[src/pkg/dma_map.vh]
// Register offsets, field positions, reset values and codes of the five-channel DMA controller.
`ifndef DMA_MAP_VH
`define DMA_MAP_VH

// ==========================================================================
// Register byte offsets
`define DMA_ARM_OFS 12'h000
`define DMA_SWREQ_OFS 12'h004
`define DMA_FLAG_OFS 12'h008
`define DMA_STAT_OFS 12'h00C
`define DMA_CH_BASE 12'h020
`define DMA_CH_END 12'h070
`define DMA_SUB_SRC 2'h0
`define DMA_SUB_DST 2'h1
`define DMA_SUB_CFG 2'h2

// ==========================================================================
// Field positions
`define DMA_ABORT_BIT 7
`define DMA_LEN_LSB 0
`define DMA_VSEL_LSB 13
`define DMA_TRIG_LSB 16
`define DMA_MODE_LSB 21
`define DMA_SIZE_BIT 23
`define DMA_SINC_LSB 24
`define DMA_DINC_LSB 26
`define DMA_MASK_BIT 28
`define DMA_CW8_BIT 29
`define DMA_PRIO_LSB 30

// ==========================================================================
// Reset values
`define DMA_CFG_RST 32'h0000_0000
`define DMA_ADDR_RST 16'h0000

// ==========================================================================
// Codes
`define DMA_VSEL_FIXED 3'h0
`define DMA_VSEL_P1 3'h1
`define DMA_VSEL_P0 3'h2
`define DMA_VSEL_P2 3'h3
`define DMA_VSEL_P3 3'h4
`define DMA_MODE_SINGLE 2'h0
`define DMA_MODE_BLOCK 2'h1
`define DMA_MODE_RSINGLE 2'h2
`define DMA_MODE_RBLOCK 2'h3
`define DMA_INC_ZERO 2'h0
`define DMA_INC_ONE 2'h1
`define DMA_INC_TWO 2'h2
`define DMA_INC_MINUS 2'h3
`define DMA_PRIO_LOW 2'h0
`define DMA_PRIO_NORMAL 2'h1
`define DMA_PRIO_HIGH 2'h2
`define DMA_TRIG_NONE 5'h00
`define DMA_TRIG_PREV 5'h01
`define DMA_TRIG_LAST 5'h1E

`endif

[src/rtl/five_channel_dma_controller.v]
// Five-channel DMA controller with APB register slave and one memory master port.
//
// Operation
// - Five independent channels, zero to four.
// - No transfer before the channel is armed.
// - Armed channel starts on its selected trigger.
// - Software request bit starts a transfer only on an armed channel.
// - First item read from source start address.
// - First item written to destination start address.
// - Count transfers, then rearm or disarm, notify.
// - Variable length from first item, word bits 12:0.
// - Fixed count caps variable length.
// - Four variable counts: +1, alone, +2, +3.
// - Seven or eight length bits, bytes only.
// - Single, block, repeated single, repeated block.
// - Each transfer moves a byte or a word.
// - Source and destination stepping set independently.
// - Mask decides whether completion requests an interrupt.
// - Three priority levels order channels and processor.
// - Whole external data space reachable both ways.
// - Single moves one item, block moves all.
// - Pointers loaded on arming, stepped 0,+1,+2,-1.
// - High beats, normal alternates, low yields; round-robin ties.
// - Flag set on completion regardless of mask.
//
// Design decisions made here: the register offsets and the APB interface to the registers.
`timescale 1ns/1ps
`default_nettype none
`include "dma_map.vh"

module five_channel_dma_controller #(
  parameter NCH = 5,
  parameter AW = 16,
  parameter CW = 13
) (
  input wire pclk,
  input wire presetn,
  input wire en,
  input wire psel,
  input wire penable,
  input wire pwrite,
  input wire [11:0] paddr,
  input wire [31:0] pwdata,
  output reg [31:0] prdata,
  output wire pready,
  output reg pslverr,
  input wire [30:0] trig_in,
  input wire cpu_req,
  output reg mem_req,
  output reg mem_we,
  output reg mem_word,
  output reg [AW-1:0] mem_addr,
  output reg [15:0] mem_wdata,
  input wire [15:0] mem_rdata,
  input wire mem_ready,
  output reg [NCH-1:0] irq_flag,
  output reg [NCH-1:0] irq_req
);

  // ========================================================================
  // State
  localparam [1:0] ST_IDLE = 2'h0;
  localparam [1:0] ST_READ = 2'h1;
  localparam [1:0] ST_WRITE = 2'h2;

  reg [AW-1:0] src_cfg [0:NCH-1];
  reg [AW-1:0] dst_cfg [0:NCH-1];
  reg [31:0] cfg [0:NCH-1];
  reg [AW-1:0] ptr_s [0:NCH-1];
  reg [AW-1:0] ptr_d [0:NCH-1];
  reg [CW-1:0] done_cnt [0:NCH-1];
  reg [CW-1:0] total [0:NCH-1];
  reg [NCH-1:0] arm;
  reg [NCH-1:0] pend;
  reg [NCH-1:0] first;
  reg [NCH-1:0] done_pulse;
  reg [1:0] st;
  reg [2:0] act;
  reg [2:0] rr;
  reg nrm_defer;

  // ========================================================================
  // APB decode
  wire apb_wr = psel & penable & pwrite & en;
  wire apb_setup = psel & ~penable & en;
  wire in_ch = (paddr >= `DMA_CH_BASE) && (paddr < `DMA_CH_END);
  wire [11:0] ch_off = paddr - `DMA_CH_BASE;
  wire [2:0] sel_ch = ch_off[6:4];
  wire [1:0] sub = ch_off[3:2];
  wire mapped = (paddr == `DMA_ARM_OFS) || (paddr == `DMA_SWREQ_OFS) ||
                (paddr == `DMA_FLAG_OFS) || (paddr == `DMA_STAT_OFS) ||
                (in_ch && (sub != 2'h3) && (paddr[1:0] == 2'h0));
  wire sw_arm = apb_wr && (paddr == `DMA_ARM_OFS);
  wire sw_req = apb_wr && (paddr == `DMA_SWREQ_OFS);
  wire sw_clr = apb_wr && (paddr == `DMA_FLAG_OFS);
  wire abort = sw_arm & pwdata[`DMA_ABORT_BIT];

  // Zero-wait slave; while the block is frozen the access is stretched.
  assign pready = en;

  // ========================================================================
  // Trigger sensing, one per channel
  wire [NCH-1:0] trig_hit;
  genvar g;
  generate
    for (g = 0; g < NCH; g = g + 1) begin : g_trig
      wire [4:0] tsel = cfg[g][`DMA_TRIG_LSB+4:`DMA_TRIG_LSB];
      wire prev_done = done_pulse[(g + NCH - 1) % NCH];
      assign trig_hit[g] = (tsel == `DMA_TRIG_PREV) ? prev_done :
                           ((tsel != `DMA_TRIG_NONE) && (tsel <= `DMA_TRIG_LAST) &&
                            trig_in[tsel]);
    end
  endgenerate

  // ========================================================================
  // Arbitration among channels and against the processor
  reg [2:0] win;
  reg any;
  reg [1:0] best;
  reg [2:0] idx;
  reg [3:0] rr_sum;
  reg [1:0] lvl;
  integer k;
  // Four bits let the round-robin sum pass seven before it is folded back.
  localparam [3:0] NCH_W = NCH[3:0];
  always @* begin
    win = 3'h0;
    any = 1'b0;
    best = 2'h0;
    idx = 3'h0;
    rr_sum = 4'h0;
    lvl = 2'h0;
    for (k = 1; k <= NCH; k = k + 1) begin
      rr_sum = {1'b0, rr} + k[3:0];
      if (rr_sum >= NCH_W) begin
        rr_sum = rr_sum - NCH_W;
      end
      idx = rr_sum[2:0];
      lvl = cfg[idx][`DMA_PRIO_LSB+1:`DMA_PRIO_LSB];
      if (lvl == 2'h3) begin
        lvl = `DMA_PRIO_HIGH;
      end
      // Strictly greater keeps the earliest channel in round-robin order on a tie.
      if (arm[idx] && pend[idx] && (!any || lvl > best)) begin
        any = 1'b1;
        best = lvl;
        win = idx;
      end
    end
  end

  wire go = any && ((best == `DMA_PRIO_HIGH) || !cpu_req ||
                    ((best == `DMA_PRIO_NORMAL) && nrm_defer));

  // ========================================================================
  // Variable length count from the first item
  wire [31:0] acfg = cfg[act];
  wire a_word = acfg[`DMA_SIZE_BIT];
  wire [2:0] a_vsel = acfg[`DMA_VSEL_LSB+2:`DMA_VSEL_LSB];
  wire [CW-1:0] a_len = acfg[`DMA_LEN_LSB+CW-1:`DMA_LEN_LSB];
  wire [1:0] a_mode = acfg[`DMA_MODE_LSB+1:`DMA_MODE_LSB];
  wire [1:0] a_sinc = acfg[`DMA_SINC_LSB+1:`DMA_SINC_LSB];
  wire [1:0] a_dinc = acfg[`DMA_DINC_LSB+1:`DMA_DINC_LSB];
  wire a_var = (a_vsel != `DMA_VSEL_FIXED) && first[act];
  wire [CW-1:0] len_item = a_word ? mem_rdata[12:0] :
                           (acfg[`DMA_CW8_BIT] ? {5'h00, mem_rdata[7:0]} :
                                                {6'h00, mem_rdata[6:0]});
  reg [CW+1:0] var_cnt;
  always @* begin
    case (a_vsel)
      `DMA_VSEL_P1: var_cnt = {2'h0, len_item} + 15'h0001;
      `DMA_VSEL_P2: var_cnt = {2'h0, len_item} + 15'h0002;
      `DMA_VSEL_P3: var_cnt = {2'h0, len_item} + 15'h0003;
      default: var_cnt = {2'h0, len_item};
    endcase
  end
  wire [CW-1:0] var_total = (var_cnt > {2'h0, a_len}) ? a_len : var_cnt[CW-1:0];

  wire [CW-1:0] next_done = done_cnt[act] + 13'h0001;
  wire complete = (next_done >= total[act]);
  wire repeated = (a_mode == `DMA_MODE_RSINGLE) || (a_mode == `DMA_MODE_RBLOCK);
  wire single = (a_mode == `DMA_MODE_SINGLE) || (a_mode == `DMA_MODE_RSINGLE);

  function [AW-1:0] step;
    input [AW-1:0] a;
    input [1:0] inc;
    begin
      case (inc)
        `DMA_INC_ONE: step = a + 16'h0001;
        `DMA_INC_TWO: step = a + 16'h0002;
        `DMA_INC_MINUS: step = a - 16'h0001;
        default: step = a;
      endcase
    end
  endfunction

  // ========================================================================
  // Engine, channel state and register writes
  integer i;
  always @(posedge pclk or negedge presetn) begin
    if (!presetn) begin
      for (i = 0; i < NCH; i = i + 1) begin
        src_cfg[i] <= `DMA_ADDR_RST;
        dst_cfg[i] <= `DMA_ADDR_RST;
        cfg[i] <= `DMA_CFG_RST;
        ptr_s[i] <= `DMA_ADDR_RST;
        ptr_d[i] <= `DMA_ADDR_RST;
        done_cnt[i] <= 13'h0000;
        total[i] <= 13'h0000;
      end
      arm <= 5'h00;
      pend <= 5'h00;
      first <= 5'h00;
      done_pulse <= 5'h00;
      irq_flag <= 5'h00;
      irq_req <= 5'h00;
      st <= ST_IDLE;
      act <= 3'h0;
      rr <= 3'h0;
      nrm_defer <= 1'b0;
      mem_req <= 1'b0;
      mem_we <= 1'b0;
      mem_word <= 1'b0;
      mem_addr <= 16'h0000;
      mem_wdata <= 16'h0000;
      prdata <= 32'h0000_0000;
      pslverr <= 1'b0;
    end else if (en) begin
      done_pulse <= 5'h00;
      case (st)
        ST_IDLE: begin
          if (any && !go && (best == `DMA_PRIO_NORMAL)) begin
            nrm_defer <= 1'b1;
          end
          if (go) begin
            nrm_defer <= 1'b0;
            act <= win;
            rr <= win;
            st <= ST_READ;
            mem_req <= 1'b1;
            mem_we <= 1'b0;
            mem_word <= cfg[win][`DMA_SIZE_BIT];
            mem_addr <= ptr_s[win];
          end
        end
        ST_READ: begin
          if (!arm[act]) begin
            mem_req <= 1'b0;
            st <= ST_IDLE;
          end else if (mem_ready) begin
            if (a_var) begin
              total[act] <= var_total;
            end
            first[act] <= 1'b0;
            mem_wdata <= a_word ? mem_rdata : {8'h00, mem_rdata[7:0]};
            mem_we <= 1'b1;
            mem_addr <= ptr_d[act];
            st <= ST_WRITE;
          end
        end
        ST_WRITE: begin
          if (!arm[act]) begin
            mem_req <= 1'b0;
            mem_we <= 1'b0;
            st <= ST_IDLE;
          end else if (mem_ready) begin
            mem_req <= 1'b0;
            mem_we <= 1'b0;
            st <= ST_IDLE;
            ptr_s[act] <= step(ptr_s[act], a_sinc);
            ptr_d[act] <= step(ptr_d[act], a_dinc);
            done_cnt[act] <= next_done;
            if (single) begin
              pend[act] <= 1'b0;
            end
            if (complete) begin
              pend[act] <= 1'b0;
              done_pulse[act] <= 1'b1;
              irq_flag[act] <= 1'b1;
              if (repeated) begin
                ptr_s[act] <= src_cfg[act];
                ptr_d[act] <= dst_cfg[act];
                done_cnt[act] <= 13'h0000;
                total[act] <= a_len;
                first[act] <= 1'b1;
              end else begin
                arm[act] <= 1'b0;
              end
            end
          end
        end
        default: begin
          st <= ST_IDLE;
          mem_req <= 1'b0;
        end
      endcase

      // Software writes come after the engine so a write to the arm register wins.
      for (i = 0; i < NCH; i = i + 1) begin
        if (sw_arm) begin
          arm[i] <= pwdata[i] & ~abort;
          if (pwdata[i] && !abort && !arm[i]) begin
            ptr_s[i] <= src_cfg[i];
            ptr_d[i] <= dst_cfg[i];
            done_cnt[i] <= 13'h0000;
            total[i] <= cfg[i][`DMA_LEN_LSB+CW-1:`DMA_LEN_LSB];
            first[i] <= 1'b1;
            pend[i] <= 1'b0;
          end
        end
        // A trigger latches only while armed; it wins over the clear above.
        if ((arm[i] && trig_hit[i]) || (sw_req && pwdata[i])) begin
          pend[i] <= 1'b1;
        end
        if (sw_clr && pwdata[i] && !(st == ST_WRITE && mem_ready && complete &&
                                      act == i[2:0] && arm[i])) begin
          irq_flag[i] <= 1'b0;
        end
        irq_req[i] <= irq_flag[i] & cfg[i][`DMA_MASK_BIT];
      end
      if (apb_wr && in_ch && mapped) begin
        case (sub)
          `DMA_SUB_SRC: src_cfg[sel_ch] <= pwdata[AW-1:0];
          `DMA_SUB_DST: dst_cfg[sel_ch] <= pwdata[AW-1:0];
          default: cfg[sel_ch] <= pwdata;
        endcase
      end

      // Read data and error are set up in the setup phase and shown in the access.
      if (apb_setup) begin
        pslverr <= ~mapped;
        prdata <= 32'h0000_0000;
        if (paddr == `DMA_ARM_OFS) begin
          prdata <= {27'h0, arm};
        end else if (paddr == `DMA_SWREQ_OFS) begin
          prdata <= {27'h0, pend};
        end else if (paddr == `DMA_FLAG_OFS) begin
          prdata <= {27'h0, irq_flag};
        end else if (paddr == `DMA_STAT_OFS) begin
          prdata <= {24'h0, st != ST_IDLE, 2'h0, act, st};
        end else if (mapped) begin
          case (sub)
            `DMA_SUB_SRC: prdata <= {16'h0000, src_cfg[sel_ch]};
            `DMA_SUB_DST: prdata <= {16'h0000, dst_cfg[sel_ch]};
            default: prdata <= cfg[sel_ch];
          endcase
        end
      end
    end
  end

endmodule // five_channel_dma_controller

`default_nettype wire

[config.mk]
export PLATFORM = sky130hd
export DESIGN_NAME = five_channel_dma_controller
export DESIGN_NICKNAME = d
export VERILOG_FILES = /design/src/rtl/five_channel_dma_controller.v
export VERILOG_INCLUDE_DIRS = /design/src /design/src/pkg
export SDC_FILE = /design/constraint.sdc
export NUM_CORES = 2
export LEC_CHECK = 0
export ABC_AREA = 1
export BUFFER_PORTS_ARGS = -buffer_cell sky130_fd_sc_hd__buf_2
export CAP_MARGIN = 5
export CORE_AREA = 2 2 302 528
export DETAILED_ROUTE_END_ITERATION = 16
export DIE_AREA = 0 0 304 530
export GPL_TIMING_DRIVEN = 1
export PLACE_DENSITY = 0.6
export SYNTH_ARGS = -nofsm -noshare
export SYNTH_HDL_FRONTEND = slang
export SYNTH_SLANG_ARGS = --single-unit
[constraint.sdc]
create_clock -name pclk -period 12.4 [get_ports pclk]
set_input_delay 0.62 -clock pclk [delete_from_list [all_inputs] [get_ports pclk]]
set_output_delay 0.62 -clock pclk [all_outputs]
set_load 0.03 [all_outputs]
==> metrics.txt <==
status=finished, final reports clean; DR DRC count=0; FF-to-FF Start=rr[0]$_DFFE_PN0P_; clock root cell=clkbuf_16; post-cts sizing count=0; First-pass DRT Iterations=8; Avg Cell Area, Syn=6.74 um^2; Synth Register Bits=between 700 and 800; final period utilization=0.752; most frequent cells in the layout=1,764 x nand2_1, 1,105 x inv_1, 1,017 x o21ai_0; Mapped Cells=between 8,000 and 9,000; Setup Skew=around 0.035 ns; Worst Path Max Fanout=62; power per cell area=between 300 and 400 nW/um^2; max frequency=~0.11 GHz; Area Growth Syn to Fin=8.89%; layout cells sized above 1=0.0862; initial antenna violation count=18; commonest register cell after synthesis=dfrtp_1; CP required=13.03 ns; Syn. warnings=0; Final Hold Vio Count=0; setup violators final=0; later-pin clock latency in the skew report=0.71 ns; remaining antenna violation count=0; Setup TNS Final=0 ns; port bufs=about 180; Die Wd=around 300 um; Clock Sinks=between 700 and 800; first-pass GRT wire length=390,000 um; r2r endpoint=mem_addr[10]$_DFFE_PN0P_; post-synthesis cell area=approximately 55,000 um^2; core area=157,000 um^2; # rows=193; P_leak=around 28 nW; number of global-route vias before repair=between 50,000 and 60,000; final core occ=0.378; Slew @ Worst Pin=1.36 ns; I/O pins=178; clock buffer depth=3; CP dominant cell by count=nand2_1; startpoint types=flop; total congestion overflow=0; Slowest-stage cell, CP=dfrtp_4; Final nets=between 8,000 and 9,000; worst reg2reg path depth=between 50 and 60; CP max stage delay=a little under 0.9 ns; fillers=between 15,000 and 20,000; GR Util All Layers=0.325; Die Area=approximately 160,000 um^2; effective utilization at floorplan=0.347; CTS tree=done; DR vias=61,000; Peak supply drop=0.000991 V; Worst Hold Class=primary input to flop; RSZ-0062 raised after global routing=no; Worst Hold End=mem_wdata[15]$_DFFE_PN0P_; Synth Area in Adders=0.0212; H-tree depth=3; Worst R2R Setup Slack=slightly above 3 ns; async set-or-reset flop fraction in the synthesized netlist=1.00; xor and xnor area share after synthesis=0.00498; commonest non-fill, non-tap cell in the layout=nand2_1; post-synthesis sequential area ratio=0.327; largest net degree at the start of global routing=roughly 170; Min Clock Period, post-route=between 9 and 10 ns; placer congestion estimate=1.00; drt total wl=271,000 um; simple-gate share of the synthesized area=0.200; post-synthesis compound-gate area fraction=0.295; Worst Min Path Start=mem_rdata[15]; hpwl dp=around 180,000 um; Syn Nets=roughly 8,300; largest family of logic cells by synthesized area=compound AO/OA/AOI/OAI gates; mux cell area share after synthesis=0.0259; clock slew at reported path FFs=about 0.07 ns; Initial DRC Count=approximately 7,500; TritonCTS buffer count=76; Slew Limit Headroom=0.0937; critical path type=flop to flop; Max-Cap Viols=0; Avg WL per Cell=between 20 and 30 um; Worst Hold Path Cells=3; Cell variety after synth=just over 80; Pins Over Slew Limit=0; DR vias/cell=between 6 and 7; Worst Path Arrival=slightly below 10 ns; Die Height=530 um; CP Capture Type=flop; EDFF count, synth=0
[kinds of logic (layout without fill, tap and decap cells)]
kind of cell	after synthesis	after routing
compound gates	2825	2825
xor+xnor	31	31
fa+ha+maj	90	90
buf+inv	1713	1624
flops	714	714
mux	140	140
other cells	0	9
simple gates	2585	2585
[through the flow]
step                      cells  cell area (um^2)  hold WS [ns]  power, mW  worst slack [ns]
after floorplan            8098             54600         0.324       11.9              4.54
after global placement     9915             56700         0.455       15.8              3.15
after detailed placement   9915             56700         0.460       15.8              3.13
after CTS                 10100             59400         0.173       18.4              3.10
after global routing      10100             59400         0.204       19.8              2.32
final                     10100             59400         0.190       18.8              3.08
[cell type report]
cell class | instances | area, um^2 | area share
clock buffer | 107 | 2280 | 0.0384
timing repair buffer | 310 | 1960 | 0.0331
tap | 2047 | 2560 | 0.0431
sequential | 714 | 17900 | 0.301
multi-input combinational | 5671 | 29900 | 0.503
clock inverter | 32 | 400 | 0.00674
inverter | 1175 | 4440 | 0.0747
antenna | 9 | 22.5 | 0.000379
[synthesized netlist by cell type, drive strengths merged, types with 39 or more instances]
library cell     n  area share
nor2           277       0.022
o221ai         114       0.019
nand2         1818        0.13
ha              86       0.020
nand3          403       0.038
o211ai         153       0.021
clkbuf         346       0.024
buf            192       0.022
inv           1167       0.080
dfrtp          714        0.33
a21oi          979       0.090
mux2i          140       0.026
nor3            39      0.0052
o22ai           92       0.011
o21ai         1272        0.12
[flip-flops by register name, indices dropped and copies added, names as in the netlist, 16 cells and up]
name,count
cfg,160
dst_cfg,80
ptr_d,80
ptr_s,80
src_cfg,80
done_cnt,65
total,65
prdata,32
mem_addr,16
mem_wdata,16
[routing by layer]
layer	global-route usage	vias to the layer above	routed length [um]
met5	0	-	118
met4	0.274	18	26400
met1	0.362	28700	92600
met2	0.526	4128	122000
met3	0.0780	1201	29500
li1	-	26900	-
[report_power, final]
part,switching [mW],internal (mW),leakage (nW)
clock network,1.12,1.44,1.32
logic,9.64,3.43,17.8
registers,0.373,2.74,8.94
total,11.1,7.61,28.0
[what timing repair did]
action,in CTS,in global routing
hold buffers,1,0
endpoints found under the hold margin,73,0
endpoints found under the setup margin,0,0
buffers inserted,0,0
[critical path: cells and delay by family (launching register included)]
kind,cells,cell delay [ns]
AOI/OAI and AO/OA,5,0.94
and+or+nand+nor,34,4.24
DFF,1,0.87
buffers and inverters,10,1.25
adders and majority gates,5,1.82
[worst max path at each step]
stage,cells after the start,from,endpoint
6_report,54,rr[0]$_DFFE_PN0P_,mem_addr[10]$_DFFE_PN0P_
5_1_grt,55,rr[0]$_DFFE_PN0P_,mem_word$_DFFE_PN0P_
4_1_cts,55,rr[0]$_DFFE_PN0P_,mem_word$_DFFE_PN0P_
3_5_place_dp,55,rr[0]$_DFFE_PN0P_,mem_word$_DFFE_PN0P_
3_3_place_gp,54,rr[0]$_DFFE_PN0P_,mem_addr[5]$_DFFE_PN0P_
2_1_floorplan,62,rr[1]$_DFFE_PN0P_,mem_addr[10]$_DFFE_PN0P_
(Power assumes the default switching activity.)
